## src/logic/tcs_pkg.sv

```systemverilog
package tcs_pkg;
  // clock and machine cycle
  localparam int unsigned REF_CLK_HZ     = 100_000_000;
  localparam int unsigned REF_PERIOD_NS  = 10;
  localparam int unsigned MCYC_REF_CYC   = 2;
  localparam int unsigned MCYC_HALF_CYC  = MCYC_REF_CYC / 2;
  localparam int unsigned PHASE_W        = 1;
  localparam logic [PHASE_W-1:0] PHASE_FIRST = 1'h0;
  localparam logic [PHASE_W-1:0] PHASE_LAST  = PHASE_W'(MCYC_REF_CYC - 1);
  localparam logic [PHASE_W-1:0] PHASE_HALF  = PHASE_W'(MCYC_HALF_CYC);
  localparam logic [PHASE_W-1:0] PHASE_STEP  = 1'h1;

  // clock mode strap
  localparam int unsigned STRAP_W        = 3;
  localparam logic [STRAP_W-1:0] CLK_MODE_RST = 3'h0;

  // pin synchroniser layout
  localparam int unsigned SYNC_W         = 5;
  localparam int unsigned SYNC_STRAP_LSB = 0;
  localparam int unsigned SYNC_RESET_BIT = 3;
  localparam int unsigned SYNC_FLOAT_BIT = 4;
  localparam logic [SYNC_W-1:0] SYNC_RST = 5'h18;

  // one output pin: level and output enable
  typedef struct packed {
    logic lvl;
    logic oe;
  } tcs_pin_t;

  localparam tcs_pin_t PIN_RST = '{lvl: 1'b0, oe: 1'b0};

  // strap pins as they arrive
  typedef struct packed {
    logic bit3;
    logic bit2;
    logic bit1;
  } tcs_strap_t;

  typedef enum logic [0:0] {
    ST_IN_RESET,
    ST_RUN
  } tcs_state_t;
endpackage

```

## src/logic/tcs_pin_sync.sv

```systemverilog
`timescale 1ns/1ps
module tcs_pin_sync
  import tcs_pkg::*;
(
  // clock and reset
  input  wire logic              ref_clk_i,
  input  wire logic              rst_i,
  // raw pins and filtered levels
  input  wire logic [SYNC_W-1:0] raw_i,
  output logic      [SYNC_W-1:0] level_o
);
  logic [SYNC_W-1:0] meta_ff;
  logic [SYNC_W-1:0] s2_ff;
  logic [SYNC_W-1:0] s3_ff;
  logic [SYNC_W-1:0] level_ff;
  logic [SYNC_W-1:0] nxt_level;

  // a change counts once the second and third stages agree
  always_comb begin
    for (int i = 0; i < SYNC_W; i++) begin
      nxt_level[i] = (s2_ff[i] == s3_ff[i]) ? s3_ff[i] : level_ff[i];
    end
  end

  always_ff @(posedge ref_clk_i or posedge rst_i) begin
    if (rst_i) begin
      meta_ff  <= SYNC_RST;
      s2_ff    <= SYNC_RST;
      s3_ff    <= SYNC_RST;
      level_ff <= SYNC_RST;
    end else begin
      meta_ff  <= raw_i;
      s2_ff    <= meta_ff;
      s3_ff    <= s2_ff;
      level_ff <= nxt_level;
    end
  end

  assign level_o = level_ff;
endmodule

```

## src/logic/tcs_timer_out.sv

```systemverilog
`timescale 1ns/1ps
// Behaviour
// while device reset is low, clock mode register follows the three strap pins
// after reset software may rewrite clock mode; strap changes ignored until reset
// timer zero underflow produces a pulse on the timer zero output
// timer zero pulse lasts exactly one machine clock cycle
// timer one underflow produces a pulse exactly one machine cycle wide
// timer one shares pin with host interrupt; drives only when host port disabled
// both timer outputs float while the emulation float control is low
// machine clock output runs at machine cycle rate, cycles bounded by rising edges
// underflow strobes are registered on the reference clock and released at machine cycle starts for glitch-free pulses
module tcs_timer_out
  import tcs_pkg::*;
(
  // clock and power-on reset
  input  wire logic                ref_clk_i,
  input  wire logic                rst_i,
  // device pins in
  input  wire tcs_pkg::tcs_strap_t clock_strap_i,
  input  wire logic                dev_reset_n_i,
  input  wire logic                emu_float_ctl_n_i,
  // core side
  input  wire logic                tmr0_underflow_i,
  input  wire logic                tmr1_underflow_i,
  input  wire logic                host_port_en_i,
  input  wire logic                host_interrupt_out_i,
  input  wire logic                clk_mode_wr_i,
  input  wire logic [2:0]          clk_mode_wdata_i,
  // device pins out
  output tcs_pkg::tcs_pin_t        timer_zero_pulse_out_o,
  output tcs_pkg::tcs_pin_t        timer_one_pulse_out_o,
  output tcs_pkg::tcs_pin_t        machine_clock_out_o,
  // core side out
  output logic [2:0]               clk_mode_o,
  output logic                     in_reset_o
);
  import tcs_pkg::*;

  logic [SYNC_W-1:0]  sync_level;
  logic [STRAP_W-1:0] strap_s;
  logic               dev_reset_n_s;
  logic               float_n_s;

  tcs_state_t         state_ff;
  tcs_state_t         nxt_state;
  logic [STRAP_W-1:0] mode_ff;
  logic [STRAP_W-1:0] nxt_mode;

  logic [PHASE_W-1:0] phase_ff;
  logic [PHASE_W-1:0] nxt_phase;
  logic               mcyc_start;

  logic               pend0_ff;
  logic               pend1_ff;
  logic               pulse0_ff;
  logic               pulse1_ff;
  logic               nxt_pend0;
  logic               nxt_pend1;
  logic               nxt_pulse0;
  logic               nxt_pulse1;

  tcs_pin_t           t0_ff;
  tcs_pin_t           t1_ff;
  tcs_pin_t           mclk_ff;
  tcs_pin_t           nxt_t0;
  tcs_pin_t           nxt_t1;
  tcs_pin_t           nxt_mclk;

  logic               timers_held;
  logic               in_reset_ff;
  logic               nxt_in_reset;

  // pin synchroniser for straps, device reset and float control
  tcs_pin_sync u_sync (
    .ref_clk_i (ref_clk_i),
    .rst_i     (rst_i),
    .raw_i     ({emu_float_ctl_n_i, dev_reset_n_i, clock_strap_i}),
    .level_o   (sync_level)
  );

  assign strap_s       = sync_level[SYNC_STRAP_LSB +: STRAP_W];
  assign dev_reset_n_s = sync_level[SYNC_RESET_BIT];
  assign float_n_s     = sync_level[SYNC_FLOAT_BIT];
  assign timers_held   = !dev_reset_n_s;

  // pulse stretcher: {pending, pulse} next value; hold_off clears both, even over a new underflow
  function automatic logic [1:0] pulse_step(
    input logic pend,
    input logic pulse,
    input logic uf,
    input logic start,
    input logic hold_off
  );
    logic [1:0] r;
    r = {pend | uf, pulse};
    if (hold_off) begin
      r = 2'h0;
    end else if (start) begin
      r = {1'b0, pend | uf};
    end
    return r;
  endfunction

  // reset tracking and clock mode register
  always_comb begin
    nxt_state = state_ff;
    nxt_mode  = mode_ff;
    case (state_ff)
      ST_IN_RESET: begin
        nxt_mode = strap_s;
        if (dev_reset_n_s) begin
          nxt_state = ST_RUN;
        end
      end
      ST_RUN: begin
        if (!dev_reset_n_s) begin
          nxt_state = ST_IN_RESET;
          nxt_mode  = strap_s;
        end else if (clk_mode_wr_i) begin
          nxt_mode = clk_mode_wdata_i;
        end
      end
      default: begin
        nxt_state = ST_IN_RESET;
        nxt_mode  = CLK_MODE_RST;
      end
    endcase
  end

  always_ff @(posedge ref_clk_i or posedge rst_i) begin
    if (rst_i) begin
      state_ff <= ST_IN_RESET;
      mode_ff  <= CLK_MODE_RST;
    end else begin
      state_ff <= nxt_state;
      mode_ff  <= nxt_mode;
    end
  end

  // machine cycle phase and machine clock pin
  always_comb begin
    mcyc_start   = (phase_ff == PHASE_LAST);
    nxt_phase    = mcyc_start ? PHASE_FIRST : phase_ff + PHASE_STEP;
    nxt_mclk.lvl = (nxt_phase < PHASE_HALF);
    nxt_mclk.oe  = float_n_s;
  end

  always_ff @(posedge ref_clk_i or posedge rst_i) begin
    if (rst_i) begin
      phase_ff <= PHASE_FIRST;
      mclk_ff  <= PIN_RST;
    end else begin
      phase_ff <= nxt_phase;
      mclk_ff  <= nxt_mclk;
    end
  end

  // timer zero pulse, aligned to machine cycles
  // a pending underflow waits for the next machine cycle start
  always_comb begin
    {nxt_pend0, nxt_pulse0} = pulse_step(pend0_ff, pulse0_ff, tmr0_underflow_i,
                                         mcyc_start, timers_held);
    nxt_t0.lvl = nxt_pulse0;
    nxt_t0.oe  = float_n_s;
  end

  always_ff @(posedge ref_clk_i or posedge rst_i) begin
    if (rst_i) begin
      pend0_ff  <= 1'b0;
      pulse0_ff <= 1'b0;
      t0_ff     <= PIN_RST;
    end else begin
      pend0_ff  <= nxt_pend0;
      pulse0_ff <= nxt_pulse0;
      t0_ff     <= nxt_t0;
    end
  end

  // timer one pulse on the pin shared with the host interrupt
  always_comb begin
    {nxt_pend1, nxt_pulse1} = pulse_step(pend1_ff, pulse1_ff, tmr1_underflow_i,
                                         mcyc_start, timers_held);
    if (host_port_en_i) begin
      nxt_t1.lvl = host_interrupt_out_i;
    end else begin
      nxt_t1.lvl = nxt_pulse1;
    end
    nxt_t1.oe  = float_n_s;
  end

  always_ff @(posedge ref_clk_i or posedge rst_i) begin
    if (rst_i) begin
      pend1_ff  <= 1'b0;
      pulse1_ff <= 1'b0;
      t1_ff     <= PIN_RST;
    end else begin
      pend1_ff  <= nxt_pend1;
      pulse1_ff <= nxt_pulse1;
      t1_ff     <= nxt_t1;
    end
  end

  // reset status flag, kept in its own register
  always_comb begin
    nxt_in_reset = (nxt_state == ST_IN_RESET);
  end

  always_ff @(posedge ref_clk_i or posedge rst_i) begin
    if (rst_i) begin
      in_reset_ff <= 1'h1;
    end else begin
      in_reset_ff <= nxt_in_reset;
    end
  end

  // pins and status straight from registers
  assign timer_zero_pulse_out_o = t0_ff;
  assign timer_one_pulse_out_o  = t1_ff;
  assign machine_clock_out_o    = mclk_ff;
  assign clk_mode_o             = mode_ff;
  assign in_reset_o             = in_reset_ff;

endmodule

```

## config.mk

```make
export PLATFORM = sky130hd
export DESIGN_NAME = tcs_timer_out
export DESIGN_NICKNAME = d
export VERILOG_FILES = /design/src/logic/tcs_pkg.sv /design/src/logic/tcs_pin_sync.sv /design/src/logic/tcs_timer_out.sv
export SDC_FILE = /design/constraint.sdc
export NUM_CORES = 1
export LEC_CHECK = 0
export ABC_AREA = 1
export ABC_CLOCK_PERIOD_IN_PS = 1200
export BUFFER_PORTS_ARGS = -buffer_cell sky130_fd_sc_hd__buf_2
export CORE_MARGIN = 2
export CORE_UTILIZATION = 42
export DETAILED_ROUTE_END_ITERATION = 12
export PLACE_DENSITY = 0.71
export SYNTH_ARGS = -nofsm -noshare
export SYNTH_HDL_FRONTEND = slang
export SYNTH_HIERARCHICAL = 1
export SYNTH_SLANG_ARGS = --single-unit
```

## constraint.sdc

```tcl
create_clock -name ref_clk_i -period 1.2 [get_ports ref_clk_i]
set_input_delay 0.24 -clock ref_clk_i [delete_from_list [all_inputs] [get_ports ref_clk_i]]
set_output_delay 0.24 -clock ref_clk_i [all_outputs]
set_load 0.005 [all_outputs]
```

==> results.py, run 1 <==
metrics = {
    "status": {
        "status": "complete, no violations",
    },
    "power": {
        "vdd.ir_drop.worst_uv": 1100,
        "power_density_nw_per_um2": 1540,
        "p_leak_nw": 0.723,
        "total_power_mw": 2.12,
    },
    "layout": {
        "antenna_cells": 0,
        "stdcell_count": 159,
        "fill_cells": 228,
        "multi_input_area_sq_um": 193,
        "regArea_sq_um": 837,
        "syn2layout_area_growth_pct": 24.7,
        "nets": 143,
        "drive_gt1_share_pct": 34.9,
        "fin_util_pct": 55.6,
    },
    "clock_network": {
        "clockBufferDepth": 2,
        "htreeDepth": 2,
        "post_cts_buffers": 0,
        "cts.sinks": 33,
        "path_clk_slew_ns": 0.09,
        "cts_tree": "yes",
        "clk_latency_ns": 0.31,
        "cts-root-buf": "clkbuf_4",
        "numCtsBuffers": 5,
    },
    "run": {
        "maxCapViolCount": 0,
    },
    "logic_synthesis": {
        "syn_area_per_cell_sq_um": 11.9,
        "ys_ff_latch": 33,
        "synthesis.nets": 108,
        "synth_cell_type_count": 11,
        "seq_area_frac_synth_pct": 75.8,
        "yosys_warnings": 6,
        "syn_area_sq_um": 1100,
        "syn_inst": 93,
    },
    "drt": {
        "avgRoutedWirePerCell_microns": 10.1,
        "routed_wl_microns": 1600,
        "vias": 699,
        "drtIter0Drc": 11,
        "first_pass_iters": 4,
        "via_per_inst": 4.40,
        "drc": 0,
        "antenna_left": 0,
    },
    "worst_setup_path": {
        "r2r_slack_ns": 0.15,
        "cp_cell_sequence": "buf_2",
        "cp.required_ns": 0.96,
        "critPathTopFamily": "flip-flops",
        "cp.arrival_ns": 0.93,
        "cp.depth": 1,
        "cp-end-kind": "output port",
        "slowest_stage": "dfstp_2",
        "slowest_delay_ns": 0.52,
        "r2r_cells": 4,
        "critPathBufInv": 1,
        "start_kind": "flip-flop",
        "crit_fanout": 1,
        "path_class": "flip-flop to output port",
    },
    "timing": {
        "hold_viol": 0,
        "timing.final.ws_setup_ns": 0.0335,
        "max_freq_mhz": 857,
        "rsz0062_at_grt": "true",
        "worst_pin_slew_ns": 0.470,
        "tns_ns": 0,
        "finalCritPeriodShare_pct": 97.2,
        "slew_viol_final": 0,
        "min_period_ns": 1.17,
        "finClkSkew_ns": 0.00248,
        "setup_viol": 0,
        "slew_headroom_pct": 68.6,
    },
    "floorplanning": {
        "initial_core_util_pct": 44.6,
        "die_h_microns": 55.3,
        "fp-row-count": 18,
        "die_x_microns": 55.3,
        "die_area_sq_um": 3060,
        "io_pins": 25,
        "core_sq_um": 2480,
    },
    "worst_hold_path": {
        "min_path_type": "input pin to flip-flop",
        "holdPathStages": 3,
    },
    "grt": {
        "grt_max_degree": 21,
        "grt_usage_pct": 12.3,
        "grt_pass1_wl_microns": 2900,
        "grt_pass1_vias": 707,
        "grt_remaining_overflow": 0,
        "antenna_found_initial": 0,
    },
    "placement": {
        "place_congestion": 0.683,
        "io_buffers": 24,
        "place_ws_ns": 0.158,
        "hpwl_microns": 1130,
        "place_inst": 145,
    },
}
==> logic make-up after synthesis <==
kind of cell    after synthesis  share of synthesized area, %
buf+inv                      17                          6.79
flops                        33                          75.8
compound gates                7                          3.17
simple gates                 36                          14.3
==> final cells by class <==
| class | instances | area share (%) |
|---|---|---|
| Sequential cell | 33 | 60.8 |
| Timing Repair Buffer | 31 | 13.6 |
| Multi-Input combinational cell | 43 | 14.0 |
| Clock inverter | 1 | 0.363 |
| Inverter | 14 | 3.81 |
| Clock buffer | 7 | 4.72 |
| Tap cell | 30 | 2.72 |
==> placed cells by master, fill, tap and decap left out <==
master and n:
buf_2 24, dfrtp_1 24, clkinv_2 1, dlygate4sd3_1 6, nor2_1 7, nand2_1 18
a21oi_1 6, nand3_1 8, dfstp_2 9, inv_1 14, o21ai_0 1, clkbuf_4 5
clkbuf_8 2, nor2_4 1, nand2_2 2, buf_4 1
==> through the flow <==
step	area, sq um	hold WS, ns
floorplan	1100	0.116
global placement	1250	0.282
finish	1380	0.149
CTS	1350	0.00507
detailed placement	1250	0.280
global route	1380	0.139
==> flip-flops by register name, summed over array words and instances, names as in the netlist <==
signal and count:
u_sync/level_o 5, u_sync/meta_ff 5, u_sync/s3_ff 5, in_reset_o 1
u_sync/s2_ff 5, timer_one_pulse_out_o 2, timer_zero_pulse_out_o 1, pend1_ff 1
clk_mode_o 3, pulse1_ff 1, machine_clock_out_o 1, state_ff 1
mcyc_start 1, pend0_ff 1
==> where the power goes <==
part	leakage (nW)	internal, mW	switching (mW)	total [mW]
Sequential	0.386	1.21	0.0473	1.26
Clock	0.0413	0.340	0.338	0.678
Combinational	0.296	0.0866	0.0931	0.180
==> per-layer routing <==
layer,GRT usage (%),vias to the layer above,wire (microns)
met4,4.18,0,0
li1,-,353,-
met1,14.2,328,662
met2,20.1,18,843
met5,0,-,0
met3,5.85,0,91
==> Yosys cell counts (all sizes together) <==
cell | instances | area share [%]
a21oi | 6 | 2.7
nor2 | 8 | 3.4
inv | 14 | 4.8
nand3 | 8 | 3.6
dfstp | 9 | 21
o21ai | 1 | 0.45
nand2 | 20 | 7.2
buf | 3 | 2.0
dfrtp | 24 | 54
==> path summary, 6_finish.rpt <==
kind,startpoint,to
worst max register to register,u_sync/level_o[3],clk_mode_o[0]
max in group asynchronous,rst_i,in_reset_o
min in group asynchronous,rst_i,pulse1_ff
worst min register to register,u_sync/meta_ff[0],u_sync/s2_ff[0]
worst min-delay path,host_interrupt_out_i,timer_one_pulse_out_o[1]
worst max-delay path,in_reset_o,in_reset_o
==> timing repair <==
action                                  CTS  global route
resized for setup                         0             0
endpoints found under the setup margin    0             1
hold buffers                              3             3
endpoints found under the hold margin    26             3
Power figures use the tool's default switching activity.
==> inputs of run 2 (changes only) <==
Settings changed: REMOVE_ABC_BUFFERS set to 1.
==> run 2 against run 1 <==
  * Sequential power about the same
  * Wire length decreased by 6.1%
  * Final area shrank 1.5%
  * Worst hold slack worse by 0.12 ns
  * Critical path type unchanged
  * Largest power group unchanged
  * Highest routed layer is now met4
==> results.py, run 2 (synthesis results as in run 1) <==
metrics = {
    "status": {
        "status": "complete, no violations",
    },
    "timing": {
        "timing.final.ws_setup_ns": 0.0275,
        "rsz0062_at_grt": "true",
        "finalCritPeriodShare_pct": 97.7,
        "slew_viol_final": 0,
        "holdWs_ns": 0.0275,
        "finClkSkew_ns": 0.00885,
        "max_freq_mhz": 853,
        "min_period_ns": 1.17,
        "setup_viol": 0,
        "tns_ns": 0,
        "slew_headroom_pct": 67.7,
        "hold_viol": 0,
        "worst_pin_slew_ns": 0.485,
    },
    "floorplanning": {
        "core_sq_um": 2480,
        "fp-row-count": 18,
        "die_h_microns": 55.3,
        "die_x_microns": 55.3,
        "io_pins": 25,
        "initial_core_util_pct": 44.6,
        "die_area_sq_um": 3060,
    },
    "power": {
        "total_power_mw": 2.04,
        "power_density_nw_per_um2": 1510,
        "vdd.ir_drop.worst_uv": 837,
        "p_leak_nw": 0.710,
    },
    "grt": {
        "grt_max_degree": 21,
        "grt_remaining_overflow": 0,
        "antenna_found_initial": 0,
        "grt_pass1_vias": 649,
        "grt_usage_pct": 12.0,
        "grt_pass1_wl_microns": 2750,
    },
    "layout": {
        "fin_area_sq_um": 1360,
        "fill_cells": 229,
        "syn2layout_area_growth_pct": 22.8,
        "fin_util_pct": 54.7,
        "antenna_cells": 0,
        "final_cell_mix": "dfrtp_1 (24), buf_2 (24), nand2_1 (18)",
        "nets": 142,
        "drive_gt1_share_pct": 33.6,
        "stdcell_count": 158,
    },
    "worst_setup_path": {
        "cp.arrival_ns": 0.93,
        "critPathBufInv": 1,
        "cp_cell_sequence": "buf_2",
        "crit_start": "in_reset_o",
        "crit_fanout": 1,
        "start_kind": "flip-flop",
        "critPathTopFamily": "flip-flops",
        "path_class": "flip-flop to output port",
        "slowest_stage": "dfstp_2",
        "slowest_delay_ns": 0.52,
        "regToRegStartpoint": "u_sync/level_o[3]",
        "cp.required_ns": 0.96,
        "cp-end-kind": "output port",
    },
    "placement": {
        "place_inst": 145,
        "placed_area_sq_um": 1250,
        "hpwl_microns": 1090,
        "place_congestion": 0.753,
        "io_buffers": 24,
        "place_ws_ns": 0.192,
    },
    "clock_network": {
        "clk_latency_ns": 0.32,
        "cts.sinks": 33,
        "ctsResizeCount": 0,
        "htreeDepth": 2,
        "clockBufferDepth": 2,
        "path_clk_slew_ns": 0.09,
        "cts_tree": "yes",
        "numCtsBuffers": 5,
        "cts-root-buf": "clkbuf_4",
    },
    "drt": {
        "routed_wl_microns": 1500,
        "drtIter0Drc": 12,
        "via_per_inst": 4.20,
        "vias": 663,
        "avgRoutedWirePerCell_microns": 9.49,
        "first_pass_iters": 4,
        "antenna_left": 0,
        "drc": 0,
    },
    "worst_hold_path": {
        "worstHoldStart": "clock_strap_i[1]",
        "min_path_type": "input pin to flip-flop",
    },
    "run": {
        "maxCapViolCount": 0,
    },
}
[run 2: cell types whose count changed in the layout (fill, tap and decap cells not counted)]
cell,previous run,this run
clkbuf_8,2,1
clkinv_2,1,0
clkbuf_1,0,2
dlygate4sd3_1,6,5
[run 2: area by class of cell]
type                            count  area (sq um)  area share, %
Timing Repair Buffer               30           178           13.1
Sequential cell                    33           837           61.7
Multi-Input combinational cell     43           193           14.2
Inverter                           14          52.6           3.87
Tap cell                           30          37.5           2.77
Clock buffer                        8          58.8           4.34
[run 2: what timing repair did]
item                       in CTS  in global routing
setup buffers                   0                  0
cloned                          0                  0
setup endpoints to repair       1                  1
hold buffers                    3                  2
hold endpoints to repair       26                  2
[run 2: worst paths after layout]
check / endpoint / slack, ns / depth (start not counted)
setup reg to reg: clk_mode_o[2] / 0.19 / 4
min in group asynchronous: u_sync/level_o[1] / 0.48 / 4
max in group asynchronous: in_reset_o / 0.37 / 3
hold / removal: u_sync/meta_ff[1] / 0.03 / 1
setup / recovery: in_reset_o / 0.03 / 1
hold reg to reg: u_sync/s2_ff[0] / 0.35 / 0
[run 2: power breakdown]
group | switching (mW) | total [mW] | internal [mW]
Sequential | 0.0456 | 1.26 | 1.21
Clock | 0.325 | 0.614 | 0.289
Combinational | 0.0893 | 0.174 | 0.0845
[run 2: per-layer routing]
| layer | global-route usage [%] | routed length, microns | vias to the layer above |
|---|---|---|---|
| met4 | 8.36 | 19 | 0 |
| met5 | 0 | 0 | - |
| met2 | 16.7 | 690 | 18 |
| li1 | - | - | 352 |
| met3 | 5.85 | 100 | 2 |
| met1 | 14.4 | 689 | 291 |
